### config.mk
export PLATFORM = sky130hd
export DESIGN_NAME = dbm_top
export DESIGN_NICKNAME = d
export VERILOG_FILES = /design/src/common/dbm_pkg.sv /design/src/rtl/dbm_addr_mux.sv /design/src/rtl/dbm_burst_decide.sv /design/src/rtl/dbm_top.sv
export SDC_FILE = /design/constraint.sdc
export NUM_CORES = 1
export LEC_CHECK = 0
export ABC_AREA = 1
export CORE_MARGIN = 4
export CORE_UTILIZATION = 29
export DETAILED_ROUTE_END_ITERATION = 16
export DONT_BUFFER_PORTS = 1
export GPL_TIMING_DRIVEN = 0
export PLACE_DENSITY = 0.54
export SLEW_MARGIN = 25
export SYNTH_ARGS = -nofsm -noshare
export SYNTH_HDL_FRONTEND = slang
export SYNTH_HIERARCHICAL = 1
export SYNTH_SLANG_ARGS = --single-unit
### constraint.sdc
create_clock -name clk_sys_in -period 7.5 [get_ports clk_sys_in]
set_clock_uncertainty 0.1 [all_clocks]
set_input_delay 0.375 -clock clk_sys_in [delete_from_list [all_inputs] [get_ports clk_sys_in]]
set_output_delay 0.375 -clock clk_sys_in [all_outputs]
set_load 0.01 [all_outputs]
### src/common/dbm_pkg.sv
// Purpose: Shared constants and types for the DRAM burst option and address mux block.
// Assumes: A 16-bit control register in the low half of a 32-bit Avalon-MM word.
// Notes:   Offsets, field positions, the control reset value and the row shift base are defined here.

package dbm_pkg;

    // ----------------------------------------------------------------
    // Register map
    // ----------------------------------------------------------------
    localparam int unsigned DBM_AVM_ADDR_W = 4;
    localparam logic [3:0] DBM_OFS_CTRL = 4'h0;
    localparam logic [3:0] DBM_OFS_STAT = 4'h4;

    // ----------------------------------------------------------------
    // Control register fields
    // ----------------------------------------------------------------
    localparam logic [15:0] DBM_CTRL_RESET = 16'h0000;
    // Bits 7, 5, 4, 3 and 2..0 are stored; every other bit reads as zero.
    localparam logic [15:0] DBM_CTRL_WMASK = 16'h00BF;
    localparam int unsigned DBM_BIT_BE = 7;
    localparam int unsigned DBM_BIT_DDS = 5;
    localparam int unsigned DBM_BIT_EXT_DMA_SINGLE_BURST_OPTION = 4;
    localparam int unsigned DBM_BIT_RSVD = 3;
    localparam int unsigned DBM_BIT_MUX_HI = 2;
    localparam int unsigned DBM_BIT_MUX_LO = 0;

    // ----------------------------------------------------------------
    // Status register fields
    // ----------------------------------------------------------------
    localparam int unsigned DBM_STAT_BURST = 0;
    localparam int unsigned DBM_STAT_HIT = 1;
    localparam int unsigned DBM_STAT_OPEN = 2;

    // ----------------------------------------------------------------
    // Address multiplexing
    // ----------------------------------------------------------------
    localparam int unsigned DBM_ADDR_W = 24;
    localparam int unsigned DBM_COL_W = 16;
    localparam logic [4:0] DBM_ROW_SHIFT_BASE = 5'h08;
    localparam logic DBM_PRECHARGE_FILL = 1'b1;

    // ----------------------------------------------------------------
    // Types
    // ----------------------------------------------------------------
    typedef enum logic [1:0] {
        DBM_MST_CPU = 2'h0,
        DBM_MST_ONCHIP_DMA = 2'h1,
        DBM_MST_EXT_DMA = 2'h2,
        DBM_MST_OTHER = 2'h3
    } dbm_master_e;

    typedef enum logic [1:0] {
        DBM_ST_IDLE = 2'b01,
        DBM_ST_ACK = 2'b10
    } dbm_bus_e;

endpackage

### src/rtl/dbm_addr_mux.sv
// Purpose: Row/column split, page compare mask and precharge marking of a DRAM address.
// Assumes: Purely combinational; the caller registers row, column and precharge and uses the compare mask unregistered.
// Notes:   The shift is eight plus the two low select bits for every select code.

`timescale 1ns/1ps
`default_nettype none

module dbm_addr_mux
    import dbm_pkg::*;
(
    input wire logic [DBM_ADDR_W-1:0] addr_in,
    input wire logic [2:0] shift_sel_in,
    input wire logic wide16_in,
    input wire logic sdram_cont_in,
    output logic [DBM_ADDR_W-1:0] row_addr_out,
    output logic [DBM_COL_W-1:0] col_addr_out,
    output logic [DBM_ADDR_W-1:0] cmp_mask_out,
    output logic precharge_sel_out
);

    logic [4:0] shift;
    logic [4:0] cmp_lsb;

    always_comb begin
        shift = DBM_ROW_SHIFT_BASE + {3'h0, shift_sel_in[1:0]};
        // A 16-bit space drops one more low bit from the compare.
        cmp_lsb = shift + {4'h0, wide16_in};
        row_addr_out = addr_in >> shift;
        cmp_mask_out = {DBM_ADDR_W{1'b1}} << cmp_lsb;
        precharge_sel_out = sdram_cont_in & shift_sel_in[2];
    end

    // ----------------------------------------------------------------
    // Column bits: address below the shift, precharge mark above it
    // ----------------------------------------------------------------
    genvar i;
    generate
        for (i = 0; i < DBM_COL_W; i++) begin : g_col
            assign col_addr_out[i] = (5'(i) < shift) ? addr_in[i] :
                (precharge_sel_out ? DBM_PRECHARGE_FILL : 1'b0);
        end
    endgenerate

endmodule

`default_nettype wire

### src/rtl/dbm_burst_decide.sv
// Purpose: Decide whether one DRAM access may run as a fast page burst.
// Assumes: Master identity and single/dual flag come from the bus arbiter.
// Notes:   Combinational; the caller samples it at access start.

`timescale 1ns/1ps
`default_nettype none

module dbm_burst_decide
    import dbm_pkg::*;
(
    input wire logic burst_access_enable_in,
    input wire logic onchip_dma_single_burst_option_in,
    input wire logic ext_dma_single_burst_option_in,
    input wire logic dram_in,
    input wire logic single_in,
    input wire dbm_master_e master_in,
    output logic burst_ok_out
);

    always_comb begin
        // Burst enable off forces full access for every master.
        burst_ok_out = burst_access_enable_in & dram_in;
        if (single_in && master_in == DBM_MST_ONCHIP_DMA) begin
            burst_ok_out = burst_ok_out & onchip_dma_single_burst_option_in;
        end else if (single_in && master_in == DBM_MST_EXT_DMA) begin
            burst_ok_out = burst_ok_out & ext_dma_single_burst_option_in;
        end
        // Dual-address transfers and other masters see only the enable and the DRAM space flag.
    end

endmodule

`default_nettype wire

### src/rtl/dbm_top.sv
// Purpose: DRAM interface control register with burst options and address multiplexing.
// Assumes: Access requests come from logic on the same clock as one-cycle start pulses.
// Notes:   Results of an access appear one cycle after its start pulse.

`timescale 1ns/1ps
`default_nettype none

module dbm_top
    import dbm_pkg::*;
(
    input wire logic clk_sys_in,
    input wire logic rst_in,
    input wire logic [DBM_AVM_ADDR_W-1:0] avm_address_in,
    input wire logic avm_read_in,
    input wire logic avm_write_in,
    input wire logic [31:0] avm_writedata_in,
    input wire logic [3:0] avm_byteenable_in,
    output logic [31:0] avm_readdata_out,
    output logic avm_waitrequest_out,
    input wire logic acc_start_in,
    input wire logic [DBM_ADDR_W-1:0] acc_addr_in,
    input wire dbm_master_e acc_master_in,
    input wire logic acc_single_in,
    input wire logic acc_dram_in,
    input wire logic acc_wide16_in,
    input wire logic acc_sdram_cont_in,
    output logic acc_valid_out,
    output logic acc_burst_out,
    output logic acc_page_hit_out,
    output logic [DBM_ADDR_W-1:0] row_addr_out,
    output logic [DBM_COL_W-1:0] col_addr_out,
    output logic precharge_sel_out,
    output logic burst_access_enable_out
);

    // ----------------------------------------------------------------
    // State
    // ----------------------------------------------------------------
    typedef struct packed {
        dbm_bus_e st;
        logic waitreq;
        logic [31:0] rdata;
        logic [15:0] ctrl;
        logic acc_valid;
        logic burst;
        logic hit;
        logic [DBM_ADDR_W-1:0] row;
        logic [DBM_COL_W-1:0] col;
        logic prech;
        logic [DBM_ADDR_W-1:0] open_row;
        logic open_valid;
    } dbm_top_s;

    localparam dbm_top_s DBM_TOP_RESET = '{
        st: DBM_ST_IDLE,
        waitreq: 1'b1,
        rdata: 32'h0000_0000,
        ctrl: DBM_CTRL_RESET,
        acc_valid: 1'b0,
        burst: 1'b0,
        hit: 1'b0,
        row: 24'h00_0000,
        col: 16'h0000,
        prech: 1'b0,
        open_row: 24'h00_0000,
        open_valid: 1'b0
    };

    dbm_top_s s;
    dbm_top_s next_s;

    logic burst_ok;
    logic [DBM_ADDR_W-1:0] mux_row;
    logic [DBM_COL_W-1:0] mux_col;
    logic [DBM_ADDR_W-1:0] cmp_mask;
    logic mux_prech;
    logic [31:0] rd_word;
    logic cfg_drop;

    // ----------------------------------------------------------------
    // Access decision and address split
    // ----------------------------------------------------------------
    // Both helpers read the stored register, so a write finishing at the
    // same edge as an access start is seen only by the following access.
    dbm_burst_decide u_decide (
        .burst_access_enable_in(s.ctrl[DBM_BIT_BE]),
        .onchip_dma_single_burst_option_in(s.ctrl[DBM_BIT_DDS]),
        .ext_dma_single_burst_option_in(s.ctrl[DBM_BIT_EXT_DMA_SINGLE_BURST_OPTION]),
        .dram_in(acc_dram_in),
        .single_in(acc_single_in),
        .master_in(acc_master_in),
        .burst_ok_out(burst_ok)
    );

    dbm_addr_mux u_mux (
        .addr_in(acc_addr_in),
        .shift_sel_in(s.ctrl[DBM_BIT_MUX_HI:DBM_BIT_MUX_LO]),
        .wide16_in(acc_wide16_in),
        .sdram_cont_in(acc_sdram_cont_in),
        .row_addr_out(mux_row),
        .col_addr_out(mux_col),
        .cmp_mask_out(cmp_mask),
        .precharge_sel_out(mux_prech)
    );

    // ----------------------------------------------------------------
    // Register read decode
    // ----------------------------------------------------------------
    always_comb begin
        case (avm_address_in)
            DBM_OFS_CTRL: begin
                rd_word = {16'h0000, s.ctrl};
            end
            DBM_OFS_STAT: begin
                rd_word = 32'h0000_0000;
                rd_word[DBM_STAT_BURST] = s.burst;
                rd_word[DBM_STAT_HIT] = s.hit;
                rd_word[DBM_STAT_OPEN] = s.open_valid;
            end
            default: begin
                rd_word = 32'h0000_0000;
            end
        endcase
    end

    // ----------------------------------------------------------------
    // Next state
    // ----------------------------------------------------------------
    always_comb begin
        next_s = s;
        next_s.acc_valid = 1'b0;
        case (s.st)
            DBM_ST_IDLE: begin
                next_s.waitreq = 1'b1;
                if (avm_read_in || avm_write_in) begin
                    next_s.st = DBM_ST_ACK;
                    next_s.waitreq = 1'b0;
                    next_s.rdata = rd_word;
                end
            end
            DBM_ST_ACK: begin
                // The write lands at the edge where the master sees waitrequest low.
                next_s.st = DBM_ST_IDLE;
                next_s.waitreq = 1'b1;
                if (avm_write_in && avm_address_in == DBM_OFS_CTRL) begin
                    if (avm_byteenable_in[0]) begin
                        next_s.ctrl[7:0] = avm_writedata_in[7:0] & DBM_CTRL_WMASK[7:0];
                    end
                    if (avm_byteenable_in[1]) begin
                        next_s.ctrl[15:8] = avm_writedata_in[15:8] & DBM_CTRL_WMASK[15:8];
                    end
                end
            end
            default: begin
                next_s.st = DBM_ST_IDLE;
                next_s.waitreq = 1'b1;
            end
        endcase

        // An open page is forgotten once burst is disabled or any of the select bits 2..0 changes.
        cfg_drop = !next_s.ctrl[DBM_BIT_BE] ||
            (next_s.ctrl[DBM_BIT_MUX_HI:DBM_BIT_MUX_LO] !=
             s.ctrl[DBM_BIT_MUX_HI:DBM_BIT_MUX_LO]);
        if (cfg_drop) begin
            next_s.open_valid = 1'b0;
        end

        // An access start in the same cycle wins over the drop above.
        if (acc_start_in) begin
            next_s.acc_valid = 1'b1;
            next_s.burst = burst_ok;
            next_s.hit = burst_ok && s.open_valid &&
                (((acc_addr_in ^ s.open_row) & cmp_mask) == 24'h00_0000);
            next_s.row = mux_row;
            next_s.col = mux_col;
            next_s.prech = mux_prech;
            next_s.open_row = acc_addr_in;
            next_s.open_valid = burst_ok;
        end
    end

    always_ff @(posedge clk_sys_in or posedge rst_in) begin
        if (rst_in) begin
            s <= DBM_TOP_RESET;
        end else begin
            s <= next_s;
        end
    end

    // ----------------------------------------------------------------
    // Outputs
    // ----------------------------------------------------------------
    assign avm_readdata_out = s.rdata;
    assign avm_waitrequest_out = s.waitreq;
    assign acc_valid_out = s.acc_valid;
    assign acc_burst_out = s.burst;
    assign acc_page_hit_out = s.hit;
    assign row_addr_out = s.row;
    assign col_addr_out = s.col;
    assign precharge_sel_out = s.prech;
    assign burst_access_enable_out = s.ctrl[DBM_BIT_BE];
endmodule

`default_nettype wire

# Word-level counts from Yosys, hierarchy flattened

Index checks and enable logic that the tools add are counted.

Word-level logic and storage cells: 86
Input port bits: 75
Output and inout bits: 78
Bits in registers: 111

Muxes and demuxes: 27
Reductions and logical operators: 13
Eq/ne operators: 7
Shift operators: 2
Order comparisons: 16
Bitwise logic cells: 6
Add/sub/neg operators: 2

Operator list:

| operator                                                   | count |
|---|---|
| 2-to-1 mux 69 bit                                          | 1 |
| less-than comparator 4 x 5 -> 1 bit (first input constant) | 8 |
| 2-to-1 mux 35 bit                                          | 1 |
| AND 24 bit                                                 | 1 |
| logical NOT 24 bit                                         | 1 |
| 2-to-1 mux 8 bit                                           | 3 |
| << shifter 24 x 5 -> 24 bit (first input constant)         | 1 |
| >> shifter 24 x 5 -> 24 bit                                | 1 |
| bitwise XOR 24 bit                                         | 1 |
| less-than comparator 3 x 5 -> 1 bit (first input constant) | 4 |
| 2-to-1 mux 1 bit                                           | 20 |
| case mux 8 bit (2 select lines)                            | 1 |
| less-than comparator 1 x 5 -> 1 bit (first input constant) | 2 |
| less-than comparator 2 x 5 -> 1 bit (first input constant) | 2 |
| adder 4 x 2 -> 5 bit (first input constant)                | 1 |
| adder 5 x 1 -> 5 bit                                       | 1 |
| logical AND 1 bit                                          | 5 |
| AND 1 bit                                                  | 4 |
| equality test 2 x 1 -> 1 bit (second input constant)       | 2 |
| equality test 2 bit (second input constant)                | 2 |
| equality test 4 x 3 -> 1 bit (second input constant)       | 1 |
| logical NOT 4 bit                                          | 1 |
| 2-to-1 mux 3 bit                                           | 1 |
| inequality test 3 bit                                      | 1 |
| other kinds (6)                                            | 7 |

# Logic depth before layout (Yosys ltp)

Gate-level depths: netlist (run 1).

Word-level depth: 8
Mapped depth: 11

# Hierarchy

Netlist (run 1), hierarchy kept.

By module, submodules not included:

| module           | cells each | area an instance (um^2) | instances |
|---|---|---|---|
| dbm_top          | 558        | 4430.5                  | 1 |
| dbm_addr_mux     | 159        | 855.8                   | 1 |
| dbm_burst_decide | 9          | 41.3                    | 1 |

# Worst setup path after synthesis (run 1)

No wires, ideal clock.

Path kind: register -> register
Start: register s[70] (netlist bit)
End: register s, in the netlist acc_page_hit_out
Path slack: 5.727 ns
Setup time: 0.116 ns
Buffers on the path: 1
Data arrival time: 1.557 ns
Stages on the path, launching flop included: 12
Cell sequence: dfrtp_1 -> inv_1 -> buf_2 -> ha_1 -> nor3_1 -> nand2_1 -> nor2_1 -> nor2_1 -> nand3_1 -> nor2_1 -> nand2_1 -> nand2_1

Longest elaborated chain between the ends: 6

RTL lines:

| item                        | RTL line           | text |
|---|---|---|
| start: declaration          | dbm_top.sv:69      | `dbm_top_s s;` |
| start signal: assignment    | dbm_top.sv:186     | `s <= next_s;` |
| adder 4 x 2 -> 5 bit        | dbm_addr_mux.sv:25 | `shift = DBM_ROW_SHIFT_BASE + {3'h0, shift_sel_in[1:0]};` |
| adder 5 x 1 -> 5 bit        | dbm_addr_mux.sv:27 | `cmp_lsb = shift + {4'h0, wide16_in};` |
| << shifter 24 x 5 -> 24 bit | dbm_addr_mux.sv:29 | `cmp_mask_out = {DBM_ADDR_W{1'b1}} << cmp_lsb;` |
| named net cmp_mask[8]       | dbm_top.sv:75      | `logic [DBM_ADDR_W-1:0] cmp_mask;` |
| AND 24 bit                  | dbm_top.sv:173     | `(((acc_addr_in ^ s.open_row) & cmp_mask) == 24'h00_0000);` |
| logical NOT 24 bit          | dbm_top.sv:173     |  |
| logical AND 1 bit           | dbm_top.sv:172     | `next_s.hit = burst_ok && s.open_valid &&` |

The timed path passes the listed nets, and every way through them passes these cells.
A chain may end at the register's enable or synchronous reset.

# Worst setup path after layout (run 1)

Ends and elaborated chain as after synthesis.

==> results.md, run 1 <==
- Status: complete, no violations
- Clock latency on the worst-skew pair: ~0.35 ns
- Max Cap Viol: 0
- Post-CTS resize count: 0
- Peak supply drop: ~0.00011 V
- Distinct cells, synth: 33
- Critical path startpoint category: flip-flop
- Mean Syn Cell Area: ~7.3 µm²
- Clock transition at path regs: approximately 0.07 ns
- Critical Path AT: between 2 and 2.5 ns
- Initial antenna violation count: 0
- Die Span Y: ~140 µm
- Critical path's slowest cell: dfrtp_1
- Port Buffers: 0
- RSZ-0062 raised after global routing: false
- Tot Pwr: ~0.0014 W
- Post-DRT Antenna Nets: 0
- Total negative setup slack: 0 ns
- Post-synthesis sequential area ratio: 0.404
- Total CTS buffers: 9
- Crit path max fanout: 10
- Critical Path Sink Type: flip-flop
- PwrDens: 221 mW/mm²
- Clk buf depth: 2
- Root Buffer: clkbuf_16
- P&R area growth vs syn: 14.7%
- Share of layout cells above drive strength 1: 0.226
- N_diodes: 0
- Slowest cell delay on critical path: 0.50 ns
- Hold Startpoint: avm_write_in
- Post-synth top flop: dfrtp_1
- Layout Cells excl Fill: slightly above 1000
- Flop and latch count out of synthesis: 86
- Total Die Area: between 0.02 and 0.025 mm²
- Worst r2r src: s[70]$_DFF_PP0_
- CP startpoint: s[70]$_DFF_PP0_
- Hold crit path type: in -> reg
- Post-synth ARST share: 1.00
- Gr usage total: 0.130
- DR pass1 iterations: 4
- Routability cong.: between 0.7 and 0.8
- Core Util, Final: 0.339
- Die Wd: 144 µm
- HPWL after detailed placement: 9.69 mm
- Starting Density: 0.296
- Final WS setup: approximately 5.4 ns
- Row count: 49
- Most Crowded Layer GR: met2
- Post-Synthesis Cells: 726
- Average wire per standard cell: about 13 µm
- Worst Path Required: 7.69 ns
- Post-synthesis mux area share: 0
- Grt total ovfl: 0
- # IOs: 153
- Largest family of logic cells by synthesized area: simple AND/OR/NAND/NOR gates
- CTS H-tree lvls: 3
- Tmin final: roughly 2.1 ns
- Slew Viols, Final: 0
- EDFF count, synth: 0
- Synth Area in Compound Gates: 0.0270
- P_leak: 3.49 nW
- Gate power share: 0.266
- Switch share: 0.324
- Total Nets Final: slightly below 900
- Psw: between 0.0004 and 0.0005 W
- Vias in the first global route: just under 4000
- Fmax achieved: about 480 MHz
- P_int: around 0.0009 W
- Final period util: 0.278
- Vias per cell: around 4
- Kind of critical path: reg -> reg
- Placed cell count: between 1000 and 1500
- Sequential Power Share: 0.428
- Core area: 0.0180 mm²
- Final hold vios: 0
- Syn Std Cell Area: between 0.005 and 0.006 mm²
- Clock Power Share: 0.306
- Crit-path leading delay family: simple AND/OR/NAND/NOR gates
- Post-Route WL: approximately 13 mm
- Simple-Gate Fraction of Synth Area: 0.343
- First-pass GRT wire length: around 21 mm
- Synth Area in Adders: 0.00705
- Vias: between 4000 and 5000
- CTS Sinks: 86
- DP Worst Slack: approximately 5.4 ns
- Grt met3 use: 0.0300
- XOR/XNOR Fraction of Synth Area: 0
- Crit path buf inv count: 2
- # DRC: 0
- Initial drt markers: 208
- M2 GR Usage: 0.210
- CTS tree: yes
- GRT met1 Usage: 0.169
- Setup Viol. Count Final: 0
- CP Cell Sequence: inv_1 -> buf_2 -> ha_1 -> o21ai_0 -> nand3_1 -> nand2_1 -> nor2_1 -> nand2_1 -> nor2_1 -> nand2_1 -> nand2_1
- Most frequent CP cell: nand2_1
- Largest net degree at the start of global routing: 71
- Synthesis Warnings: 6
==> flip-flops by register name (all words and copies together), names as in the netlist <==
name                     cells
row_addr_out                24
avm_readdata_out             7
precharge_sel_out            1
burst_access_enable_out      1
acc_valid_out                1
s                           33
acc_burst_out                1
col_addr_out                16
avm_waitrequest_out          1
acc_page_hit_out             1
==> metrics by stage <==
step | cell area, µm² | hold WS, ns
floorplan | 5500 | 0.306
CTS | 6110 | 0.00374
detailed placement | 5820 | 0.0810
finish | 6110 | 0.00954
global route | 6110 | 0.00915
global placement | 5790 | 0.307
==> synthesized netlist by cell type (4+ instances only) <==
cell | count | share of area
buf_2 | 13 | 0.012
buf_4 | 112 | 0.16
clkbuf_1 | 4 | 0.0028
dfrtp_1 | 84 | 0.39
inv_1 | 49 | 0.035
nand2_1 | 308 | 0.22
nand2_2 | 10 | 0.012
nand3_1 | 55 | 0.052
nand4_1 | 6 | 0.0070
nor2_1 | 17 | 0.012
o21ai_0 | 11 | 0.010
or2_1 | 9 | 0.011
or2_2 | 10 | 0.012
==> cell type report <==
| cell class | count | area [µm²] |
|---|---|---|
| Inverter | 52 | 203 |
| Fill cell | 2013 | 11900 |
| Sequential cell | 86 | 2150 |
| Clock inverter | 5 | 27.5 |
| Buffer | 132 | 955 |
| Tap cell | 229 | 287 |
| Timing Repair Buffer | 4 | 57.6 |
| Multi-Input combinational cell | 503 | 2200 |
| Clock buffer | 11 | 233 |
==> power groups by stage <==
stage	Clock, W	Sequential [W]	Combinational [W]
3_5_place_dp	0	0.000587	0.000363
3_3_place_gp	0	0.000586	0.000355
6_report	0.000413	0.000578	0.000360
5_1_grt	0.000447	0.000586	0.000412
4_1_cts	0.000432	0.000579	0.000365
2_1_floorplan	0	0.000574	0.000303
==> final timing paths <==
path	slack, ns	cells after the start	end
min in group asynchronous	0.34	2	s[8]$_DFFE_PP0P_
setup / recovery	5.41	11	acc_page_hit_out$_DFFE_PP0P_
hold / removal	0.01	1	s[118]$_DFFE_PP1P_
hold reg to reg	0.37	2	col_addr_out[15]$_DFFE_PP0P_
setup reg to reg	5.41	11	acc_page_hit_out$_DFFE_PP0P_
max in group asynchronous	6.32	3	avm_waitrequest_out$_DFF_PP1_
==> cell usage in the layout (no fill, tap or decap), types with 2 or more instances in the layout <==
master,netlist,routed
nor2_1,17,17
buf_6,3,3
nor2_8,2,2
nand2_4,3,3
buf_4,112,112
nand2_2,10,10
nor3_1,2,2
nand4_1,6,6
dlygate4sd3_1,0,3
buf_2,13,13
o21ai_1,2,2
clkbuf_16,0,9
nor2_2,2,2
nand3_1,55,55
inv_2,2,2
clkinv_2,0,4
or2_2,10,10
o21ai_0,11,11
o31ai_1,3,3
ha_1,3,3
inv_1,49,48
dfrtp_1,84,84
clkbuf_1,4,6
nand2_1,308,308
dfstp_2,2,2
o22ai_1,3,3
conb_1,3,50
or2_1,9,9
==> cells by family after synthesis <==
| group | Yosys count |
|---|---|
| other | 3 |
| DFF | 86 |
| buffers and inverters | 184 |
| AOI/OAI and AO/OA | 24 |
| and+or+nand+nor | 426 |
| adders and majority gates | 3 |
==> repair_timing <==
action | CTS | global route
buffers inserted | 0 | 0
hold endpoints to repair | 18 | 0
hold buffers | 3 | 0
==> layer usage <==
| layer | share of wire | vias up |
|---|---|---|
| met5 | 0 | - |
| met4 | 0.020 | 0 |
| met3 | 0.058 | 15 |
| met2 | 0.47 | 98 |
| met1 | 0.45 | 1779 |
| li1 | - | 2190 |
==> worst reg2reg max path: stages (launching register included) <==
cell     delay (ns)
dfrtp_1        0.50
inv_1          0.17
buf_2          0.23
ha_1           0.37
o21ai_0        0.12
nand3_1        0.10
nand2_1        0.05
nor2_1         0.09
nand2_1        0.06
nor2_1         0.13
nand2_1        0.07
nand2_1        0.05
(Power assumes the default switching activity.)
==> run 2: changes to the inputs <==
- ABC_AREA: 1 -> 0
- PLACE_DENSITY: 0.54 -> 0.55
- clock period: 7.5 -> 1.9 ns (I/O delays scaled with it)
==> run 2 against run 1 <==
  * Core utilization rose by 3.3 points
  * Largest cell class is now flip-flops and latches
  * Power rose to 3.8 times the previous value
  * Maximum frequency up 14%
  * Flip-flop and latch count unchanged
  * Area after synthesis is 6.7% lower
  * Sequential share of layout area shrank 0.53 points
  * Hold slack improved by 0.010 ns
  * Highest routed layer unchanged
  * Sequential power increased to 3.8 times the previous value
==> results.md, run 2 <==
- Critical path startpoint category: flip-flop
- RSZ-0062 raised after global routing: false
- Worst-Margin Slew: between 0.5 and 0.6 ns
- # fillers: roughly 1700
- Die Wd: roughly 140 µm
- CTS tree: yes
- Placed cell areas: between 0.005 and 0.006 mm²
- Synthesis Warnings: 6
- Vias per cell: roughly 4.2
- Clock transition at path regs: 0.06 ns
- P&R area growth vs syn: 25.1%
- Flop and latch count out of synthesis: 86
- Routability cong.: a little under 0.8
- Synth Area in Adders: 0.00755
- Post-Route WL: ~12 mm
- Kind of critical path: reg -> reg
- Total Die Area: around 0.019 mm²
- Clock Power Share: 0.334
- Port Buffers: 0
- Most frequent cell after synthesis: buf_4
- Final hold vios: 0
- Starting Density: 0.297
- CTS H-tree lvls: 3
- Crit-path leading delay family: multiplexers
- Synth Area in Compound Gates: 0.0471
- Syn Std Cell Area: between 0.004 and 0.005 mm²
- Post-synthesis mux area share: 0.232
- Synth cell count leaders: buf_4 (111), dfrtp_1 (84), mux2_2 (72)
- Core area: approximately 0.017 mm²
- # IOs: about 150
- DR pass1 iterations: 4
- Sequential Power Share: 0.435
- Critical Path AT: around 2 ns
- # DRC: 0
- Peak supply drop: approximately 0.00038 V
- Crit path buf inv count: 3
- Slew Viols, Final: 0
- Top post-synthesis cells by area: dfrtp_1 (42%), buf_4 (17%), mux2_2 (16%)
- HPWL after detailed placement: 8.37 mm
- Max-slew headroom: 0.643
- N_diodes: 0
- Total CTS buffers: 9
- Hold crit path type: in -> reg
- Setup Viol. Count Final: 0
- Simple-Gate Fraction of Synth Area: 0.0375
- Total Nets Final: roughly 580
- Vias: between 3000 and 4000
- Post-synthesis sequential area ratio: 0.434
- Row count: between 40 and 50
- Most frequent cells in the layout: buf_4 (114), dfrtp_1 (82), mux2_2 (72), conb_1 (50), dlygate4sd3_1 (37)
- Tot Pwr: 0.00511 W
- Clock latency on the worst-skew pair: 0.34 ns
- Psw: around 0.0014 W
- Gr usage total: 0.123
- Die Span Y: between 100 and 150 µm
- Largest Register: s
- Critical path's slowest cell: dfrtp_2
- Initial antenna violation count: 0
- Clk buf depth: 2
- XOR/XNOR Fraction of Synth Area: 0.0476
- Grt total ovfl: 0
- Post-synth top flop: dfrtp_1
- Largest net degree at the start of global routing: 30
- Switch share: 0.268
- Mean Syn Cell Area: around 12 µm²
- Fmax achieved: 548 MHz
- P_int: ~0.0037 W
- Critical Path Sink Type: flip-flop
- Final period util: 0.961
- Distinct cells, synth: 44
- CP Cell Sequence: buf_12 -> buf_4 -> buf_12 -> nand2_1 -> mux2_2 -> mux2_2
- PwrDens: ~800 mW/mm²
- Root Buffer: clkbuf_16
- Total negative setup slack: 0 ns
- Post-route cell area: roughly 0.0062 mm²
- Largest family of logic cells by synthesized area: multiplexers
- Share of layout cells above drive strength 1: 0.477
- Post-DRT Antenna Nets: 0
- Crit path max fanout: 13
- Tmin final: roughly 1.8 ns
- Status: complete, no violations
- Max FFs per register: 33
- Synth top area share: 0.423
- Post-Synthesis Cells: slightly above 400
- Max Cap Viol: 0
- Average wire per standard cell: approximately 16 µm
- Commonest non-fill, non-tap cell in the layout: buf_4
- Initial drt markers: 74
- Vias in the first global route: 3262
- Post-synth ARST share: 1.00
- Yosys top cell by area: dfrtp_1
- CTS Sinks: 86
- Gate power share: 0.231
- P_leak: 2.87 nW
- First-pass GRT wire length: around 18 mm
- Worst Path Required: 2.03 ns
- Slowest cell delay on critical path: 0.44 ns
- EDFF count, synth: 0
-- run 2: kinds of logic (layout without fill, tap and decap cells) --
| family | count (synthesis) | count (layout) |
|---|---|---|
| buf+inv | 133 | 191 |
| mux | 92 | 92 |
| flops | 86 | 86 |
| compound gates | 32 | 32 |
| simple gates | 28 | 28 |
| xor+xnor | 27 | 27 |
| fa+ha+maj | 3 | 3 |
| other cells | 3 | 50 |
-- run 2: cell type report --
cell class                 instances  area [µm²]  share of cell area
buffer                           123         926               0.149
clock buffer                      12         267              0.0429
tap                              220         275              0.0443
multi-input combinational        232        2080               0.335
inverter                           9        37.5             0.00604
timing repair buffer              43         453              0.0729
clock inverter                     4        20.0             0.00322
sequential                        86        2160               0.347
-- run 2: worst reg2reg max path: stages (launching register included) --
cell     delay [ns]
dfrtp_2        0.44
buf_12         0.13
buf_4          0.19
buf_12         0.16
nand2_1        0.10
mux2_2         0.33
mux2_2         0.26
-- run 2: timing repair --
item / in CTS / in global routing
endpoints found under the hold margin: 109 / 0
resized for setup: 5 / 6
setup buffers: 3 / 0
pin swaps: 1 / 5
hold buffers: 37 / 0
setup endpoints to repair: 1 / 1
-- run 2: metrics by stage --
step / hold slack, ns / worst slack, ns / instances / utilization
5_1_grt: 0.0154 / 0.0177 / 729 / 0.372
6_report: 0.0195 / 0.0742 / 729 / 0.372
4_1_cts: 0.00327 / 0.000291 / 729 / 0.371
2_1_floorplan: 0.0264 / 0.0281 / 451 / -
3_3_place_gp: 0.0265 / -0.281 / 671 / 0.326
3_5_place_dp: -0.173 / -0.323 / 674 / 0.329
-- run 2: power by group through the flow --
stage / combinational [W] / clock (W) / sequential, W
finish: 0.00118 / 0.00171 / 0.00222
global route: 0.00129 / 0.00186 / 0.00225
CTS: 0.00119 / 0.00179 / 0.00222
detailed placement: 0.00108 / 0 / 0.00226
global placement: 0.00105 / 0 / 0.00225
floorplan: 0.000922 / 0 / 0.00221
-- run 2: routing by layer --
metal	wire length (µm)	track usage	up-vias
met5	0	0	-
met4	297	0.0592	0
met3	707	0.0283	19
met2	5800	0.207	90
met1	4810	0.150	1504
li1	-	-	1442
-- run 2: worst paths after layout --
check / slack, ns / end / depth (start not counted) / start
worst min-delay path: 0.02 / row_addr_out[11]$_DFFE_PP0P_ / 3 / acc_addr_in[20]
max in group asynchronous: 0.77 / row_addr_out[3]$_DFFE_PP0P_ / 5 / rst_in
min in group asynchronous: 0.07 / row_addr_out[21]$_DFFE_PP0P_ / 2 / rst_in
worst max register to register: 0.07 / col_addr_out[10]$_DFFE_PP0P_ / 6 / s[70]$_DFF_PP0_
worst max-delay path: 0.07 / col_addr_out[10]$_DFFE_PP0P_ / 6 / s[70]$_DFF_PP0_
worst min register to register: 0.39 / avm_readdata_out[2]$_DFFE_PP0P_ / 2 / avm_readdata_out[2]$_DFFE_PP0P_
